$ cat src/lmrb_regs.vh
`ifndef LMRB_REGS_VH
`define LMRB_REGS_VH

// ----------------------------------------------------------------------
// Register indices (byte address is four times the index)
// ----------------------------------------------------------------------
`define LMRB_IDX_LOW_BAT        10'h04B
`define LMRB_IDX_PWR_SEL        10'h04C
`define LMRB_IDX_PWR_OUT        10'h04D
`define LMRB_IDX_LOOP_V         10'h04E
`define LMRB_IDX_LOOP_I         10'h04F
`define LMRB_IDX_TIP_V          10'h050
`define LMRB_IDX_RING_V         10'h051

// ----------------------------------------------------------------------
// Reset values
// ----------------------------------------------------------------------
`define LMRB_RST_LOW_BAT        6'h10
`define LMRB_RST_PWR_SEL        3'h0
`define LMRB_RST_MEAS8          8'h00
`define LMRB_RST_MAG6           6'h00

// ----------------------------------------------------------------------
// Field positions
// ----------------------------------------------------------------------
`define LMRB_LOW_BAT_MSB        5
`define LMRB_PWR_SEL_MSB        2
`define LMRB_SIGN_BIT           6
`define LMRB_MAG_MSB            5

// ----------------------------------------------------------------------
// Select codes
// ----------------------------------------------------------------------
`define LMRB_SEL_Q3             3'h2
`define LMRB_SEL_Q4             3'h3
`define LMRB_SEL_LAST           3'h5

// ----------------------------------------------------------------------
// Bus responses
// ----------------------------------------------------------------------
`define LMRB_RESP_OKAY          2'h0
`define LMRB_RESP_SLVERR        2'h2

`endif

$ cat src/lmrb_bank.v
// Chosen here: register access over AXI4-Lite.
`include "lmrb_regs.vh"

module lmrb_bank #(
    parameter NUM_Q = 6
) (
    // Clock and reset
    input  wire                 aclk,
    input  wire                 aresetn,
    // AXI4-Lite write address
    input  wire [11:0]          s_axi_awaddr,
    input  wire [2:0]           s_axi_awprot,
    input  wire                 s_axi_awvalid,
    output reg                  s_axi_awready,
    // AXI4-Lite write data
    input  wire [31:0]          s_axi_wdata,
    input  wire [3:0]           s_axi_wstrb,
    input  wire                 s_axi_wvalid,
    output reg                  s_axi_wready,
    // AXI4-Lite write response
    output reg  [1:0]           s_axi_bresp,
    output reg                  s_axi_bvalid,
    input  wire                 s_axi_bready,
    // AXI4-Lite read address
    input  wire [11:0]          s_axi_araddr,
    input  wire [2:0]           s_axi_arprot,
    input  wire                 s_axi_arvalid,
    output reg                  s_axi_arready,
    // AXI4-Lite read data
    output reg  [31:0]          s_axi_rdata,
    output reg  [1:0]           s_axi_rresp,
    output reg                  s_axi_rvalid,
    input  wire                 s_axi_rready,
    // Measurements from the analog path
    input  wire [8*NUM_Q-1:0]   transistor_power_in,
    input  wire                 loop_voltage_sign_in,
    input  wire [5:0]           loop_voltage_magnitude_in,
    input  wire                 loop_current_sign_in,
    input  wire [5:0]           loop_current_magnitude_in,
    input  wire [7:0]           tip_voltage_in,
    input  wire [7:0]           ring_voltage_in,
    // Settings toward converter and monitor
    output reg  [5:0]           low_battery_level,
    output reg  [2:0]           power_monitor_select_field,
    output reg                  power_scale_fine
);

    localparam MEAS_W = 8 * NUM_Q + 30;

    // ------------------------------------------------------------------
    // Measurement capture
    // ------------------------------------------------------------------
    wire [MEAS_W-1:0] meas_raw;
    wire [MEAS_W-1:0] meas_sync;
    reg  [MEAS_W-1:0] meas_prev_r;
    reg  [MEAS_W-1:0] meas_r;

    assign meas_raw = {transistor_power_in,
                       loop_voltage_sign_in, loop_voltage_magnitude_in,
                       loop_current_sign_in, loop_current_magnitude_in,
                       tip_voltage_in, ring_voltage_in};

    lmrb_sync #(
        .WIDTH (MEAS_W)
    ) u_meas_sync (
        .aclk    (aclk),
        .aresetn (aresetn),
        .d       (meas_raw),
        .q       (meas_sync)
    );

    // Bus of asynchronous bits: take it only once two samples agree,
    // so a word caught mid-change never reaches software.
    always @(posedge aclk) begin
        if (!aresetn) begin
            meas_prev_r <= {MEAS_W{1'b0}};
            meas_r      <= {MEAS_W{1'b0}};
        end else begin
            meas_prev_r <= meas_sync;
            if (meas_sync == meas_prev_r) begin
                meas_r <= meas_sync;
            end
        end
    end

    wire [8*NUM_Q-1:0] power_all   = meas_r[MEAS_W-1 -: 8*NUM_Q];
    wire               lv_sign     = meas_r[29];
    wire [5:0]         lv_mag      = meas_r[28:23];
    wire               lc_sign     = meas_r[22];
    wire [5:0]         lc_mag      = meas_r[21:16];
    wire [7:0]         tip_v       = meas_r[15:8];
    wire [7:0]         ring_v      = meas_r[7:0];

    // ------------------------------------------------------------------
    // Power channel select
    // ------------------------------------------------------------------
    reg [7:0] power_out_nxt;
    reg       power_scale_nxt;

    // Undefined select codes read zero rather than stale data
    always @* begin
        power_out_nxt   = `LMRB_RST_MEAS8;
        power_scale_nxt = 1'b0;
        if (power_monitor_select_field <= `LMRB_SEL_LAST) begin
            power_out_nxt = power_all[power_monitor_select_field*8 +: 8];
        end
        // Q3 and Q4 are the small parts: fine scale, all others coarse
        if (power_monitor_select_field == `LMRB_SEL_Q3) begin
            power_scale_nxt = 1'b1;
        end else if (power_monitor_select_field == `LMRB_SEL_Q4) begin
            power_scale_nxt = 1'b1;
        end else begin
            power_scale_nxt = 1'b0;
        end
    end

    // ------------------------------------------------------------------
    // Measurement registers
    // ------------------------------------------------------------------
    reg [7:0] power_out_r;
    reg       lv_sign_r;
    reg [5:0] lv_mag_r;
    reg       lc_sign_r;
    reg [5:0] lc_mag_r;
    reg [7:0] tip_v_r;
    reg [7:0] ring_v_r;

    always @(posedge aclk) begin
        if (!aresetn) begin
            power_out_r      <= `LMRB_RST_MEAS8;
            lv_sign_r        <= 1'b0;
            lv_mag_r         <= `LMRB_RST_MAG6;
            lc_sign_r        <= 1'b0;
            lc_mag_r         <= `LMRB_RST_MAG6;
            tip_v_r          <= `LMRB_RST_MEAS8;
            ring_v_r         <= `LMRB_RST_MEAS8;
            power_scale_fine <= 1'b0;
        end else begin
            // Registered again so a select change and its reading land together
            power_out_r      <= power_out_nxt;
            // Tells the analog path which full scale to apply
            power_scale_fine <= power_scale_nxt;
            lv_sign_r <= lv_sign;
            lv_mag_r  <= lv_mag;
            lc_sign_r <= lc_sign;
            lc_mag_r  <= lc_mag;
            tip_v_r   <= tip_v;
            ring_v_r  <= ring_v;
        end
    end

    // ------------------------------------------------------------------
    // Write channel
    // ------------------------------------------------------------------
    reg  [9:0] wr_idx_r;
    reg        aw_held_r;
    reg        w_held_r;
    reg [31:0] wdata_r;
    reg        wlane0_r;

    // Ready high at idle: a lone AW or W is taken at once and parked
    wire aw_hs  = s_axi_awvalid && s_axi_awready;
    wire w_hs   = s_axi_wvalid && s_axi_wready;
    // Commit waits for the old response to leave, so bresp never moves under bvalid
    wire commit = aw_held_r && w_held_r && !s_axi_bvalid;

    // Decoded once so the response and the settings agree on the map
    wire wr_in_map  = (wr_idx_r >= `LMRB_IDX_LOW_BAT) && (wr_idx_r <= `LMRB_IDX_RING_V);
    wire wr_low_bat = (wr_idx_r == `LMRB_IDX_LOW_BAT);
    wire wr_pwr_sel = (wr_idx_r == `LMRB_IDX_PWR_SEL);

    always @(posedge aclk) begin
        if (!aresetn) begin
            s_axi_awready <= 1'b1;
            s_axi_wready  <= 1'b1;
            s_axi_bvalid  <= 1'b0;
            s_axi_bresp   <= `LMRB_RESP_OKAY;
            aw_held_r     <= 1'b0;
            w_held_r      <= 1'b0;
            wr_idx_r      <= 10'h000;
            wdata_r       <= 32'h00000000;
            wlane0_r      <= 1'b0;
        end else begin
            if (aw_hs) begin
                aw_held_r     <= 1'b1;
                s_axi_awready <= 1'b0;
                wr_idx_r      <= s_axi_awaddr[11:2];
            end
            if (w_hs) begin
                w_held_r     <= 1'b1;
                s_axi_wready <= 1'b0;
                wdata_r      <= s_axi_wdata;
                // Only lane 0 holds a field; upper lanes carry reserved bits
                wlane0_r     <= s_axi_wstrb[0];
            end
            if (commit) begin
                aw_held_r     <= 1'b0;
                w_held_r      <= 1'b0;
                s_axi_awready <= 1'b1;
                s_axi_wready  <= 1'b1;
                s_axi_bvalid  <= 1'b1;
                if (wr_in_map) begin
                    s_axi_bresp <= `LMRB_RESP_OKAY;
                end else begin
                    s_axi_bresp <= `LMRB_RESP_SLVERR;
                end
            end else if (s_axi_bvalid && s_axi_bready) begin
                s_axi_bvalid <= 1'b0;
            end
        end
    end

    // ------------------------------------------------------------------
    // Writable settings
    // ------------------------------------------------------------------
    always @(posedge aclk) begin
        if (!aresetn) begin
            low_battery_level          <= `LMRB_RST_LOW_BAT;
            power_monitor_select_field <= `LMRB_RST_PWR_SEL;
        end else if (commit && wlane0_r) begin
            // No ordering check against the high level; software owns it
            // In-map writes with lane 0 off still answer OKAY but change nothing
            if (wr_low_bat) begin
                low_battery_level <= wdata_r[`LMRB_LOW_BAT_MSB:0];
            end else if (wr_pwr_sel) begin
                power_monitor_select_field <= wdata_r[`LMRB_PWR_SEL_MSB:0];
            end
            // Measurement indices fall through untouched
        end
    end

    // ------------------------------------------------------------------
    // Read channel
    // ------------------------------------------------------------------
    wire [9:0] rd_idx = s_axi_araddr[11:2];
    reg [31:0] rd_data;
    reg        rd_err;

    // Reserved bits tied low here so every path reads them as zero
    wire [31:0] word_low_bat = {26'h0, low_battery_level};
    wire [31:0] word_pwr_sel = {29'h0, power_monitor_select_field};
    wire [31:0] word_pwr_out = {24'h0, power_out_r};
    wire [31:0] word_loop_v  = {25'h0, lv_sign_r, lv_mag_r};
    wire [31:0] word_loop_i  = {25'h0, lc_sign_r, lc_mag_r};
    wire [31:0] word_tip_v   = {24'h0, tip_v_r};
    wire [31:0] word_ring_v  = {24'h0, ring_v_r};

    always @* begin
        rd_data = 32'h00000000;
        rd_err  = 1'b0;
        if (rd_idx == `LMRB_IDX_LOW_BAT) begin
            rd_data = word_low_bat;
        end else if (rd_idx == `LMRB_IDX_PWR_SEL) begin
            rd_data = word_pwr_sel;
        end else if (rd_idx == `LMRB_IDX_PWR_OUT) begin
            rd_data = word_pwr_out;
        end else if (rd_idx == `LMRB_IDX_LOOP_V) begin
            rd_data = word_loop_v;
        end else if (rd_idx == `LMRB_IDX_LOOP_I) begin
            rd_data = word_loop_i;
        end else if (rd_idx == `LMRB_IDX_TIP_V) begin
            rd_data = word_tip_v;
        end else if (rd_idx == `LMRB_IDX_RING_V) begin
            rd_data = word_ring_v;
        end else begin
            rd_err = 1'b1;
        end
    end

    // Address sampled only at the handshake; arready low holds off a second read
    always @(posedge aclk) begin
        if (!aresetn) begin
            s_axi_arready <= 1'b1;
            s_axi_rvalid  <= 1'b0;
            s_axi_rdata   <= 32'h00000000;
            s_axi_rresp   <= `LMRB_RESP_OKAY;
        end else begin
            if (s_axi_arvalid && s_axi_arready) begin
                s_axi_arready <= 1'b0;
                s_axi_rvalid  <= 1'b1;
                s_axi_rdata   <= rd_data;
                s_axi_rresp   <= rd_err ? `LMRB_RESP_SLVERR : `LMRB_RESP_OKAY;
            end else if (s_axi_rvalid && s_axi_rready) begin
                s_axi_rvalid  <= 1'b0;
                s_axi_arready <= 1'b1;
            end
        end
    end

endmodule // lmrb_bank

$ cat src/lmrb_sync.v
module lmrb_sync #(
    parameter WIDTH = 8
) (
    // Clock and reset
    input  wire             aclk,
    input  wire             aresetn,
    // Data
    input  wire [WIDTH-1:0] d,
    output wire [WIDTH-1:0] q
);

    reg [WIDTH-1:0] meta_r;
    reg [WIDTH-1:0] sync_r;

    always @(posedge aclk) begin
        if (!aresetn) begin
            meta_r <= {WIDTH{1'b0}};
            sync_r <= {WIDTH{1'b0}};
        end else begin
            meta_r <= d;
            sync_r <= meta_r;
        end
    end

    assign q = sync_r;

endmodule // lmrb_sync

$ cat config.mk
export PLATFORM = sky130hd
export DESIGN_NAME = lmrb_bank
export DESIGN_NICKNAME = d
export VERILOG_FILES = /design/src/lmrb_bank.v /design/src/lmrb_sync.v
export VERILOG_INCLUDE_DIRS = /design/src /design/src/src
export SDC_FILE = /design/constraint.sdc
export NUM_CORES = 1
export LEC_CHECK = 0
export ABC_AREA = 1
export ABC_CLOCK_PERIOD_IN_PS = 3260
export BUFFER_PORTS_ARGS = -buffer_cell sky130_fd_sc_hd__buf_2
export CORE_ASPECT_RATIO = 1.5
export CORE_MARGIN = 2
export CORE_UTILIZATION = 45
export CTS_CLUSTER_DIAMETER = 80
export DETAILED_ROUTE_END_ITERATION = 12
export GPL_TIMING_DRIVEN = 0
export HOLD_SLACK_MARGIN = 0.05
export PLACE_DENSITY = 0.76
export SETUP_SLACK_MARGIN = 0.4
export SYNTH_ARGS = -nofsm -noshare
export SYNTH_HDL_FRONTEND = slang
export SYNTH_HIERARCHICAL = 1
export SYNTH_SLANG_ARGS = --single-unit
$ cat constraint.sdc
create_clock -name aclk -period 3.26 [get_ports aclk]
set_input_delay 0.326 -clock aclk [delete_from_list [all_inputs] [get_ports aclk]]
set_output_delay 0.326 -clock aclk [all_outputs]
set_load 0.01 [all_outputs]
==> metrics <==
status=complete, no violations; nets@finish=about 2600; Crit Path Class=reg -> reg; initial drt markers=826; Routability Congestion=0.951; core area=34100 um2; wire length of the first global-routing pass=59400 um; CP bufs+invs=3; Max Root-Sink Buffers=3; Post-Synth XOR/XNOR Area=0.0294; Placed Cells=~2700; H-tree Lvls=2; CTS Sinks=394; number of global-route vias before repair=~12000; post-synthesis sequential area ratio=0.510; Residual DRC=0; max-cap violation count=0; Die Y=231 um; Hold Fails Final Rpt=0; CTS tree=done; post-detail-place hpwl=27900 um; detailed-route vias per instance=4.51; largest net degree at the start of global routing=17; CTS buffer count=37; Leak=10.2 nW; Slew @ Worst Pin=0.722 ns; clock root buffer=clkbuf_16; Post-Syn Area=15500 um2; I/O pins=202; asr flop ratio synth=0; DR pass1 iterations=5; Antenna Violating Nets Remaining=0; clk_skew=roughly 0.013 ns; Die Footprint=35900 um2; Slew headroom=0.519; library cells used by synthesis=34; Die Width=roughly 160 um; Max VDD drop=between 300 and 400 uV; n_diodes=0; post-synthesis mux area share=0.00517; post-placement setup slack=0.807 ns; setup TNS=0 ns; Required @ worst endpoint=3.68 ns; Syn Inst Count=2116; flip-flop and latch count after synthesis=394; Starting Density=0.454; fin util=0.556; largest fanout on the critical path=10; crit-path leading delay family=simple AND/OR/NAND/NOR gates; port buffer count=around 140; Hold WC Path Type=in -> reg; initial antenna violation count=0; final worst slack=0.770 ns; via count=approximately 13000; Reg clk slew, reported paths=0.07 ns; Avg Synthesized Cell Area=7.32 um2; WP data arrival=approximately 2.9 ns; row count=83; fin. max-slew vios=0; total track usage=0.208; share of layout cells above drive strength 1=0.119; area grow syn2layout=22.3%; Ys Warns=6; Setup Viol. Count Final=0; fin crit share=0.764; main combinational cell family by area after synthesis=simple AND/OR/NAND/NOR gates; CP endpoint kind=flip-flop; top_reg_cell synth=dfxtp_1; final wirelength=37700 um; Crit path largest cell delay=between 0.3 and 0.4 ns; Compound-Gate Fraction of Synth Area=0.0415; Slowest cell on crit path=dfxtp_1; Overflow after GRT=0; Synth top area share=0.510; RSZ-0062 raised after global routing=no; area leader, netlist=dfxtp_1; number of enable flip-flop cells after synthesis=0; drt wl/cell=about 13 um; CP cell instances=xnor2_1 > inv_1 > nor2_1 > nand2_1 > nor2_1 > nand2_1 > nor2_2 > buf_4 > buf_2 > nand4_1 > nand2_1 > nor2_1; Tmin final=~2.5 ns; worst skew pair latency=between 0.5 and 0.6 ns; Gates resized, CTS repair=0; adder-cell share of the synthesized area=0; dominant cells by area after synthesis=dfxtp_1, nand2_1, inv_1; post-synthesis simple-gate area fraction=0.266; pwr dens=547 nW/um2; non-filler instance count after layout=about 2900; Startpoint Class=flip-flop; Max Fclk=402 MHz
## stage by stage
step | power, mW | instance area (um2) | hold slack, ns
4_1_cts | 10.4 | 18900 | 0.0515
2_1_floorplan | 5.60 | 15600 | 0.390
3_5_place_dp | 5.85 | 16800 | 0.395
3_3_place_gp | 5.83 | 16800 | 0.395
5_1_grt | 10.8 | 18900 | 0.0573
6_report | 10.4 | 18900 | 0.0679
## area by class of cell
class	count	area [um2]
clock inverters	15	220
inverters	433	1630
clock buffers	50	1100
repair buffers	219	1510
flip-flops and latches	394	7890
well taps	425	532
multi-input cells	1203	5390
plain buffers	111	673
fillers	3062	15100
## power by group
| part | leakage (nW) | total, mW | switching [mW] | internal (mW) |
|---|---|---|---|---|
| clock | 0.646 | 4.53 | 1.76 | 2.77 |
| sequential | 3.22 | 5.05 | 0.0915 | 4.96 |
| combinational | 6.36 | 0.774 | 0.447 | 0.328 |
## placed cells by master (no fill, tap or decap), types with 26 or more instances in the layout
cell type      count
a21oi_1           40
buf_2            161
buf_4             34
clkbuf_1          36
clkbuf_16         39
conb_1            26
dfxtp_1          394
dlygate4sd3_1     83
inv_1            416
nand2_1          559
nand3_1           31
nand4_1          105
nor2_1           289
o21ai_0           42
xnor2_1           29
## final timing paths
check	startpoint	endpoint	slack [ns]	cells after the start
max	u_meas_sync/q[76]$_SDFF_PN0_	meas_r[45]$_SDFFE_PN0N_	0.77	12
min	s_axi_wdata[5]	wdata_r[5]$_SDFFE_PN0P_	0.07	3
max reg2reg	u_meas_sync/q[76]$_SDFF_PN0_	meas_r[45]$_SDFFE_PN0N_	0.77	12
min reg2reg	u_meas_sync/meta_r[22]$_SDFF_PN0_	u_meas_sync/q[22]$_SDFF_PN0_	0.40	2
## cell families after synthesis
logic type | count (synthesis)
AND/OR/NAND/NOR | 1002
XOR/XNOR | 52
AO/OA/AOI/OAI | 115
buffers and inverters | 544
flip-flops | 394
multiplexers | 8
other | 1
## tightest hold or removal path: stages
cell,delay [ns]
buf_2,0.07
o21ai_0,0.07
nor2_1,0.08
## metal layers
layer,track usage,up-vias,routed length [um]
li1,-,6817,-
met1,0.217,5545,14800
met2,0.392,351,19200
met3,0.0267,128,1460
met4,0.130,0,2350
met5,0,-,0
## cell usage after synthesis, types with 2 or more instances
library cell,n
nor2_2,3
nand4_1,105
inv_2,13
buf_2,25
o21ai_0,42
o22ai_1,9
xnor2_1,29
buf_6,13
buf_1,6
xor2_1,23
nor2b_1,3
a21oi_1,40
nand2_1,559
a31oi_1,3
o21a_1,8
nor2_1,289
clkinv_1,4
a211oi_1,8
clkbuf_1,33
nand3b_1,4
nor3_1,5
inv_1,416
buf_4,34
mux2i_1,8
nand3_1,31
o211ai_1,2
dfxtp_1,394
## state kept, by name, summed over array words and instances (netlist names), 3 cells and up
register	cells
power_out_r	8
tip_v_r	8
low_battery_level	6
wdata_r	6
wr_idx_r	10
meas_r	78
ring_v_r	8
lc_mag_r	6
u_meas_sync/q	78
u_meas_sync/meta_r	78
lv_mag_r	6
meas_prev_r	78
power_monitor_select_field	3
s_axi_rdata	8
## what timing repair did
item	CTS	global route
setup buffers	0	0
hold endpoints to repair	83	0
hold buffers	83	0
Power figures use the tool's default switching activity.
